===== config.mk =====
export PLATFORM = sky130hd
export DESIGN_NAME = config_overlay_cmd_handler
export DESIGN_NICKNAME = d
export VERILOG_FILES = /design/src/rtl/dco_pkg.sv /design/src/rtl/config_overlay_cmd_handler.sv /design/src/rtl/dco_struct_rom.sv
export SDC_FILE = /design/constraint.sdc
export NUM_CORES = 1
export LEC_CHECK = 0
export BUFFER_PORTS_ARGS = -buffer_cell sky130_fd_sc_hd__buf_2
export CAP_MARGIN = 20
export CORE_UTILIZATION = 55
export CTS_CLUSTER_SIZE = 16
export DETAILED_ROUTE_END_ITERATION = 10
export GPL_TIMING_DRIVEN = 1
export PLACE_DENSITY = 0.85
export SLEW_MARGIN = 10
export SYNTH_ARGS = -nofsm -noshare
export SYNTH_HDL_FRONTEND = slang
export SYNTH_HIERARCHICAL = 1
export SYNTH_SLANG_ARGS = --single-unit

===== constraint.sdc =====
create_clock -name clock_i -period 3.8 [get_ports clock_i]
set_clock_uncertainty 0.15 [all_clocks]
set_input_delay 0 -clock clock_i [delete_from_list [all_inputs] [get_ports clock_i]]
set_output_delay 0 -clock clock_i [all_outputs]
set_load 0.05 [all_outputs]

===== src/rtl/dco_pkg.sv =====
package dco_pkg;

    // Command and subcommand codes
    localparam logic [7:0] CMD_OVERLAY  = 8'hB1;
    localparam logic [7:0] SUB_RESTORE  = 8'hC0;
    localparam logic [7:0] SUB_FREEZE   = 8'hC1;
    localparam logic [7:0] SUB_IDENTIFY = 8'hC2;
    localparam logic [7:0] SUB_SET      = 8'hC3;

    // Abort reason codes, reported in the sector count field
    localparam logic [7:0] RSN_NONE        = 8'h00;
    localparam logic [7:0] RSN_FROZEN      = 8'h01;
    localparam logic [7:0] RSN_SEC_LOCKED  = 8'h02;
    localparam logic [7:0] RSN_MODIFIED    = 8'h03;
    localparam logic [7:0] RSN_DISABLE     = 8'h04;
    localparam logic [7:0] RSN_MAXADDR     = 8'h05;
    localparam logic [7:0] RSN_PROTECTED   = 8'h06;
    localparam logic [7:0] RSN_UNSUPPORTED = 8'h07;
    localparam logic [7:0] RSN_BAD_SUB     = 8'h08;
    localparam logic [7:0] RSN_OTHER       = 8'hFF;

    // Word indices of the overlay structure
    localparam int          STRUCT_WORDS = 256;
    localparam logic [7:0] W_REV   = 8'h00;
    localparam logic [7:0] W_MWDMA = 8'h01;
    localparam logic [7:0] W_UDMA  = 8'h02;
    localparam logic [7:0] W_LBA0  = 8'h03;
    localparam logic [7:0] W_LBA1  = 8'h04;
    localparam logic [7:0] W_LBA2  = 8'h05;
    localparam logic [7:0] W_LBA3  = 8'h06;
    localparam logic [7:0] W_FEAT  = 8'h07;
    localparam logic [7:0] W_SATA  = 8'h08;
    localparam logic [7:0] W_WUNC  = 8'h15;
    localparam logic [7:0] W_LAST  = 8'hFF;

    // Fixed contents and defined-bit masks
    localparam logic [15:0] REV_VALUE  = 16'h0002;
    localparam logic [7:0]  SIGNATURE  = 8'hA5;
    localparam logic [15:0] MASK_MWDMA = 16'h0007;
    localparam logic [15:0] MASK_UDMA  = 16'h007F;
    localparam logic [15:0] MASK_FEAT  = 16'h1BBF;
    localparam logic [15:0] MASK_SATA  = 16'h0017;
    localparam logic [15:0] MASK_WUNC  = 16'h2000;
    localparam int          SEC_BIT    = 3;
    localparam logic [7:0]  SEC_MASK   = 8'h08;
    localparam logic [15:0] ALL_ALLOWED = 16'hFFFF;

    typedef struct packed {
        logic [15:0] mwdma;
        logic [15:0] udma;
        logic [15:0] feat;
        logic [15:0] sata;
        logic [15:0] wunc;
    } cap_words_t;

    typedef struct packed {
        logic [7:0] command;
        logic [7:0] feature;
    } cmd_t;

    typedef struct packed {
        logic       abort;
        logic [7:0] reason;
        logic [7:0] word;
        logic [7:0] mask_hi;
        logic [7:0] mask_lo;
    } tf_result_t;

endpackage


===== src/rtl/config_overlay_cmd_handler.sv =====
`timescale 1ns/1ns
`default_nettype none

module config_overlay_cmd_handler
    import dco_pkg::*;
(
    input  wire logic        clock_i,       // System clock, 50 MHz
    input  wire logic        rst_i,         // Hardware or software reset
    input  wire logic        power_down_i,  // Power-on / power-down reset
    input  wire logic        cmd_valid_i,   // Task-file command written
    input  wire cmd_t        cmd_i,         // Command and feature bytes
    input  wire cap_words_t  full_cap_i,    // Full selectable capabilities
    input  wire logic [63:0] native_lba_i,  // Native maximum LBA
    input  wire logic        hpa_set_i,     // Protected area established
    input  wire logic        sec_enabled_i, // Security feature enabled
    input  wire logic        sec_locked_i,  // Security locked
    input  wire logic        din_ready_i,   // Host takes a data-in word
    output logic             din_valid_o,   // Data-in word offered
    output logic [15:0]      din_word_o,    // Data-in word
    input  wire logic        dout_valid_i,  // Host offers a data-out word
    input  wire logic [15:0] dout_word_i,   // Data-out word
    output logic             dout_ready_o,  // Data-out word taken
    output logic             busy_o,        // Command in progress
    output logic             done_o,        // Command complete, one cycle
    output tf_result_t       result_o,      // Abort flag and error fields
    output cap_words_t       eff_cap_o,     // Capabilities after overlay
    output logic [63:0]      eff_lba_o,     // Maximum LBA after overlay
    output logic             frozen_o,      // Overlay frozen
    output logic             modified_o     // Overlay has been set
);

    typedef enum logic [2:0] {
        ST_IDLE,
        ST_DECIDE,
        ST_RD,
        ST_LAT,
        ST_SEND,
        ST_RECV,
        ST_CHECK
    } state_t;

    state_t      state_q;
    state_t      state_d;
    logic [7:0]  sub_q;
    logic [7:0]  idx_q;
    logic [7:0]  sum_q;
    logic [15:0] rdata;
    logic        rd_en;
    logic        reset_any;
    logic        frozen_q;
    logic        modified_q;
    cap_words_t  allow_q;
    logic [63:0] lba_q;
    logic        lba_set_q;
    cap_words_t  rx_q;
    logic [63:0] rx_lba_q;
    logic        fin;
    tf_result_t  fin_res;
    logic        do_restore;
    logic        do_freeze;
    logic        do_set;
    logic [15:0] din_q;
    logic        done_q;
    tf_result_t  res_q;

    // Freeze and overlay state must outlive ordinary resets
    assign reset_any = rst_i | power_down_i;

    ////////////////////////////////////////////////////////////////////
    // Structure word source

    assign rd_en = (state_q == ST_RD);

    dco_struct_rom u_rom (
        .clock_i      (clock_i),
        .rd_en_i      (rd_en),
        .addr_i       (idx_q),
        .full_cap_i   (full_cap_i),
        .native_lba_i (native_lba_i),
        .rdata_o      (rdata)
    );

    ////////////////////////////////////////////////////////////////////
    // Sequencing

    always_comb
    begin
        state_d = state_q;
        case (state_q)
            ST_IDLE:
            begin
                if (cmd_valid_i && cmd_i.command == CMD_OVERLAY)
                begin
                    state_d = ST_DECIDE;
                end
            end
            ST_DECIDE:
            begin
                if (fin)
                begin
                    state_d = ST_IDLE;
                end
                else if (sub_q == SUB_IDENTIFY)
                begin
                    state_d = ST_RD;
                end
                else
                begin
                    state_d = ST_RECV;
                end
            end
            ST_RD:
            begin
                state_d = ST_LAT;
            end
            ST_LAT:
            begin
                state_d = ST_SEND;
            end
            ST_SEND:
            begin
                if (din_ready_i)
                begin
                    state_d = (idx_q == W_LAST) ? ST_IDLE : ST_RD;
                end
            end
            ST_RECV:
            begin
                if (dout_valid_i && idx_q == W_LAST)
                begin
                    state_d = ST_CHECK;
                end
            end
            ST_CHECK:
            begin
                state_d = ST_IDLE;
            end
            default:
            begin
                state_d = ST_IDLE;
            end
        endcase
    end

    always_ff @(posedge clock_i)
    begin
        if (reset_any)
        begin
            state_q <= ST_IDLE;
        end
        else
        begin
            state_q <= state_d;
        end
    end

    always_ff @(posedge clock_i)
    begin
        if (state_q == ST_IDLE && cmd_valid_i)
        begin
            sub_q <= cmd_i.feature;
        end
    end

    ////////////////////////////////////////////////////////////////////
    // Outcome of each subcommand

    always_comb
    begin
        fin        = 1'b0;
        fin_res    = '0;
        do_restore = 1'b0;
        do_freeze  = 1'b0;
        do_set     = 1'b0;
        case (state_q)
            ST_DECIDE:
            begin
                if (sub_q != SUB_RESTORE && sub_q != SUB_FREEZE &&
                    sub_q != SUB_IDENTIFY && sub_q != SUB_SET)
                begin
                    fin            = 1'b1;
                    fin_res.abort  = 1'b1;
                    fin_res.reason = RSN_BAD_SUB;
                end
                else if (frozen_q)
                begin
                    fin            = 1'b1;
                    fin_res.abort  = 1'b1;
                    fin_res.reason = RSN_FROZEN;
                end
                else if (sub_q == SUB_FREEZE)
                begin
                    fin       = 1'b1;
                    do_freeze = 1'b1;
                end
                else if (sub_q != SUB_IDENTIFY && sec_locked_i)
                begin
                    fin            = 1'b1;
                    fin_res.abort  = 1'b1;
                    fin_res.reason = RSN_SEC_LOCKED;
                end
                else if (sub_q == SUB_RESTORE)
                begin
                    fin = 1'b1;
                    if (hpa_set_i && eff_lba_o != native_lba_i)
                    begin
                        fin_res.abort  = 1'b1;
                        fin_res.reason = RSN_PROTECTED;
                        fin_res.word   = W_LBA0;
                    end
                    else
                    begin
                        do_restore = 1'b1;
                    end
                end
                else if (sub_q == SUB_SET && modified_q)
                begin
                    fin            = 1'b1;
                    fin_res.abort  = 1'b1;
                    fin_res.reason = RSN_MODIFIED;
                end
            end
            ST_SEND:
            begin
                fin = din_ready_i && idx_q == W_LAST;
            end
            ST_CHECK:
            begin
                fin = 1'b1;
                if (hpa_set_i && rx_lba_q != eff_lba_o)
                begin
                    fin_res.abort  = 1'b1;
                    fin_res.reason = RSN_PROTECTED;
                    fin_res.word   = W_LBA0;
                end
                else if (sec_enabled_i && eff_cap_o.feat[SEC_BIT] &&
                         !rx_q.feat[SEC_BIT])
                begin
                    fin             = 1'b1;
                    fin_res.abort   = 1'b1;
                    fin_res.reason  = RSN_DISABLE;
                    fin_res.word    = W_FEAT;
                    fin_res.mask_hi = 8'h00;
                    fin_res.mask_lo = SEC_MASK;
                end
                else
                begin
                    do_set = 1'b1;
                end
            end
            default:
            begin
                fin = 1'b0;
            end
        endcase
    end

    ////////////////////////////////////////////////////////////////////
    // Overlay state, cleared at power-down; allow and LBA state also cleared by restore

    always_ff @(posedge clock_i)
    begin
        if (power_down_i)
        begin
            frozen_q <= 1'b0;
        end
        else if (do_freeze)
        begin
            frozen_q <= 1'b1;
        end
    end

    always_ff @(posedge clock_i)
    begin
        if (power_down_i || do_restore)
        begin
            allow_q    <= {5{ALL_ALLOWED}};
            lba_q      <= '0;
            lba_set_q  <= 1'b0;
            modified_q <= 1'b0;
        end
        else if (do_set)
        begin
            // Bits the host sets beyond the full set have no effect
            allow_q    <= rx_q;
            lba_q      <= (rx_lba_q < native_lba_i) ? rx_lba_q : native_lba_i;
            lba_set_q  <= 1'b1;
            modified_q <= 1'b1;
        end
    end

    // Reduced set seen by identify-device; overlay identify stays full
    assign eff_cap_o       = full_cap_i & allow_q;
    assign eff_lba_o       = lba_set_q ? lba_q : native_lba_i;
    assign frozen_o        = frozen_q;
    assign modified_o      = modified_q;

    ////////////////////////////////////////////////////////////////////
    // Word counter, data-out capture and data-in checksum

    always_ff @(posedge clock_i)
    begin
        if (state_q == ST_DECIDE)
        begin
            idx_q <= 8'h00;
        end
        else if ((state_q == ST_SEND && din_ready_i) ||
                 (state_q == ST_RECV && dout_valid_i))
        begin
            idx_q <= idx_q + 8'h01;
        end
    end

    always_ff @(posedge clock_i)
    begin
        if (state_q == ST_DECIDE)
        begin
            sum_q <= 8'h00;
        end
        else if (state_q == ST_SEND && din_ready_i)
        begin
            sum_q <= sum_q + din_q[15:8] + din_q[7:0];
        end
    end

    // Last word gets its checksum patched in on the way out
    always_ff @(posedge clock_i)
    begin
        if (reset_any)
        begin
            din_q <= 16'h0000;
        end
        else if (state_q == ST_LAT)
        begin
            if (idx_q == W_LAST)
            begin
                din_q <= {8'h00 - sum_q - SIGNATURE, SIGNATURE};
            end
            else
            begin
                din_q <= rdata;
            end
        end
    end

    always_ff @(posedge clock_i)
    begin
        if (state_q == ST_DECIDE)
        begin
            rx_q     <= '0;
            rx_lba_q <= '0;
        end
        else if (state_q == ST_RECV && dout_valid_i)
        begin
            case (idx_q)
                W_MWDMA: rx_q.mwdma <= dout_word_i;
                W_UDMA:  rx_q.udma  <= dout_word_i;
                W_LBA0:  rx_lba_q[15:0]  <= dout_word_i;
                W_LBA1:  rx_lba_q[31:16] <= dout_word_i;
                W_LBA2:  rx_lba_q[47:32] <= dout_word_i;
                W_LBA3:  rx_lba_q[63:48] <= dout_word_i;
                W_FEAT:  rx_q.feat  <= dout_word_i;
                W_SATA:  rx_q.sata  <= dout_word_i;
                W_WUNC:  rx_q.wunc  <= dout_word_i;
                default: rx_q.wunc  <= rx_q.wunc;
            endcase
        end
    end

    ////////////////////////////////////////////////////////////////////
    // Completion report

    always_ff @(posedge clock_i)
    begin
        if (reset_any)
        begin
            done_q <= 1'b0;
            res_q  <= '0;
        end
        else
        begin
            done_q <= fin;
            if (fin)
            begin
                res_q <= fin_res;
            end
        end
    end

    assign din_valid_o  = (state_q == ST_SEND);
    assign din_word_o   = din_q;
    assign dout_ready_o = (state_q == ST_RECV);
    assign busy_o       = (state_q != ST_IDLE);
    assign done_o       = done_q;
    assign result_o     = res_q;

endmodule

`default_nettype wire


===== src/rtl/dco_struct_rom.sv =====
`timescale 1ns/1ns
`default_nettype none

module dco_struct_rom
    import dco_pkg::*;
(
    input  wire logic        clock_i,      // System clock
    input  wire logic        rd_en_i,      // Read strobe
    input  wire logic [7:0]  addr_i,       // Structure word index
    input  wire cap_words_t  full_cap_i,   // Full selectable capabilities
    input  wire logic [63:0] native_lba_i, // Native maximum LBA
    output logic [15:0]      rdata_o       // Word, one cycle after strobe
);

    logic [15:0] word;

    always_comb
    begin
        case (addr_i)
            W_REV:   word = REV_VALUE;
            W_MWDMA: word = full_cap_i.mwdma & MASK_MWDMA;
            W_UDMA:  word = full_cap_i.udma & MASK_UDMA;
            W_LBA0:  word = native_lba_i[15:0];
            W_LBA1:  word = native_lba_i[31:16];
            W_LBA2:  word = native_lba_i[47:32];
            W_LBA3:  word = native_lba_i[63:48];
            W_FEAT:  word = full_cap_i.feat & MASK_FEAT;
            W_SATA:  word = full_cap_i.sata & MASK_SATA;
            W_WUNC:  word = full_cap_i.wunc & MASK_WUNC;
            W_LAST:  word = {8'h00, SIGNATURE};
            default: word = 16'h0000;
        endcase
    end

    always_ff @(posedge clock_i)
    begin
        if (rd_en_i)
        begin
            rdata_o <= word;
        end
    end

endmodule

`default_nettype wire


==> impl_metrics.tcl <==
set metrics [dict create \
    io_buffers 359 \
    rrSetupSlack_ps 40 \
    powerDensity_mw_per_mm2 358 \
    synthMostInstantiatedCell "dfxtp_1" \
    ctsRootBufferMaster "clkbuf_16" \
    rsz0062_at_grt "false" \
    ff_latch_area_sq_mm 0.00739 \
    finalSetupViolations 0 \
    grt.total_usage_pct 43.7 \
    crit_path_end_kind "flip-flop" \
    final_cell_area_sq_mm 0.0252 \
    post_drt_via_cell_ratio 6.57 \
    finalCriticalPeriod_ps 3760 \
    ir_worst_vdd_uv 323 \
    cp.required_ps 4040 \
    core.rowCount 70 \
    grt_pass1_wl_um 126000 \
    ys_top_cells_by_count "dfxtp_1, nand2_1, a21oi_1" \
    power.leakage_nw 10.5 \
    start_util_pct 55.9 \
    crit_type "flip-flop to flip-flop" \
    ys_ff_latch 357 \
    path_cells "buf_12, mux2_2, xor2_1, nor4_2, nand4_1, or4_4, a21boi_4, buf_12, bufbuf_16, o211ai_1" \
    critPathLaunchType "flip-flop" \
    maxSlewViolCount 0 \
    die_h_um 195 \
    gp_congestion 1.03 \
    yosysTopAreaCellShare_pct 32.5 \
    finalNetCount 3073 \
    antenna_found_initial 2 \
    drt_iter0_drc 2783 \
    path_clk_slew_ps 70 \
    cts_num_sinks 357 \
    core-area_sq_mm 0.0367 \
    ys_types 76 \
    synth_area_sq_mm 0.0205 \
    dr.pass1.iters 8 \
    relSlewSlack_pct 27.6 \
    wl_per_cell_um 26.1 \
    die-area_sq_mm 0.0381 \
    grt_pass1_vias 20600 \
    ys_seq_area_share_pct 36.0 \
    synth_top_area_cell "dfxtp_1" \
    num_vias 21700 \
    die_w_um 195 \
    total_power_mw 9.03 \
    multi_input_area_sq_mm 0.0116 \
    synthTopCellsByArea "dfxtp_1, o211ai_1, nand2_1" \
    fin_hold_ws_ps 31.5 \
    cpMostUsedCell "buf_12" \
    syn_area_per_cell_sq_um 8.41 \
    hold_viol 0 \
    wirelength_um 86200 \
    async_reset_ff_share_pct 0 \
    ant_nets 0 \
    ys_warn_count 6 \
    max_freq_ghz 0.266 \
    syn_inst 2440 \
    worstMarginPinSlew_ps 1080 \
    post-place-ws_ps -12.4 \
    hold_path.class "primary input to flip-flop" \
    clockBufferDepth 3 \
    drc 0 \
    grt_max_degree 163 \
    htreeDepth 2 \
    place_area_sq_mm 0.0226 \
    tns_ps 0 \
    layout_worst_path_cycle_share_pct 99.1 \
    cts_tree "built" \
    cp_slowest_cell "or4_4" \
    syn2layout_area_growth_pct 22.9 \
    max_stage_delay_ps 680 \
    worstPathArrival_ps 4000 \
    hpwl_um 58700 \
    io_pins 384 \
    synth_edf_count 24 \
    maxCapViolations 0 \
    drive_gt1_share_pct 21.3 \
    nFillCells 2904 \
    cts_buffers 39 \
    fin_ws_ps 35.7 \
    clk_latency_ps 560 \
    worstPathMaxFanout 40 \
    outcome "finished clean" \
    ys.flop_type "dfxtp_1" \
    grt_remaining_overflow 0 \
]
-- cell families (layout without fill, tap and decap cells) --
| family | Yosys count | count (layout) | synth area share, % |
|---|---|---|---|
| AOI/OAI and AO/OA | 659 | 659 | 21.6 |
| xor gates and xnor gates | 124 | 124 | 5.29 |
| adders and majority gates | 82 | 82 | 5.29 |
| buffers and inverters | 396 | 769 | 8.38 |
| DFF | 357 | 357 | 36.0 |
| muxes | 104 | 104 | 6.35 |
| other | 1 | 27 | 0.0183 |
| and+or+nand+nor | 717 | 717 | 17.1 |
-- through the flow --
step / util (%) / std cells
6_report: 68.7 / 3307
5_1_grt: 68.7 / 3304
4_1_cts: 68.6 / 3303
3_5_place_dp: 61.6 / 3117
3_3_place_gp: 61.6 / 3117
2_1_floorplan: - / 2463
-- placed cells by master, fill, tap and decap left out, types with 32 or more instances in the layout --
cell	synthesis	routed
buf_2	24	359
xnor2_1	42	42
ha_1	74	74
a311oi_1	67	67
xor2_1	82	82
buf_4	32	42
inv_1	166	166
mux2_2	51	51
nand3_1	147	147
dlygate4sd3_1	0	112
o211ai_1	151	151
a211oi_1	81	80
nand4_1	32	32
clkbuf_16	0	41
nor2_1	78	78
a21oi_1	183	182
dfxtp_1	333	331
nand2_1	256	256
and2_1	91	90
o21ai_0	101	101
-- state kept, by name, summed over array words and instances, names as in the netlist --
name,count
frozen_o,1
sub_q,8
allow_q,80
state_q,3
done_o,1
u_rom/rdata_o,16
rx_lba_q,64
result_o,7
rx_q,80
idx_q,8
lba_q,64
lba_set_q,1
din_word_o,16
sum_q,8
-- where the power goes --
part           internal [mW]  total (mW)  switching (mW)
clock                   2.43        4.12            1.68
combinational          0.331        1.12           0.792
sequential              3.78        3.79         0.00349
-- worst max-delay path: cells and delay by family, from the launching register on --
family          cells  cell delay [ps]
xor+xnor            1              170
buf+inv             3              760
mux                 1              370
flops               1              480
simple gates        3             1310
compound gates      2              300
-- final cells by class --
class	count	area share [%]
Sequential cell	357	29.3
Timing Repair Buffer	531	14.3
Inverter	167	2.49
Tap cell	468	2.32
Clock buffer	52	4.43
Antenna cell	3	0.0298
Clock inverter	19	1.02
Multi-Input combinational cell	1710	46.1
-- what timing repair did --
item | CTS | global route
resized for setup | 2 | 4
endpoints found under the hold margin | 287 | 0
pin swaps | 1 | 0
cloned | 1 | 0
buffers inserted | 2 | 0
hold buffers | 112 | 0
endpoints found under the setup margin | 27 | 8
-- metal layers --
metal	global-route usage (%)	wire length (um)	vias to the layer above
met5	0	25	-
met4	32.4	7200	4
met3	10.2	9100	434
met2	68.5	38300	1597
met1	52.5	31600	10300
li1	-	-	9410
-- path summary, 6_finish.rpt --
path | start | cells after the start | endpoint
setup / recovery | lba_set_q | 10 | allow_q[5]
setup reg to reg | lba_set_q | 10 | allow_q[5]
hold reg to reg | rx_q[64] | 2 | rx_q[64]
hold / removal | cmd_i[6] | 2 | sub_q[6]
Power figures use the tool's default switching activity.
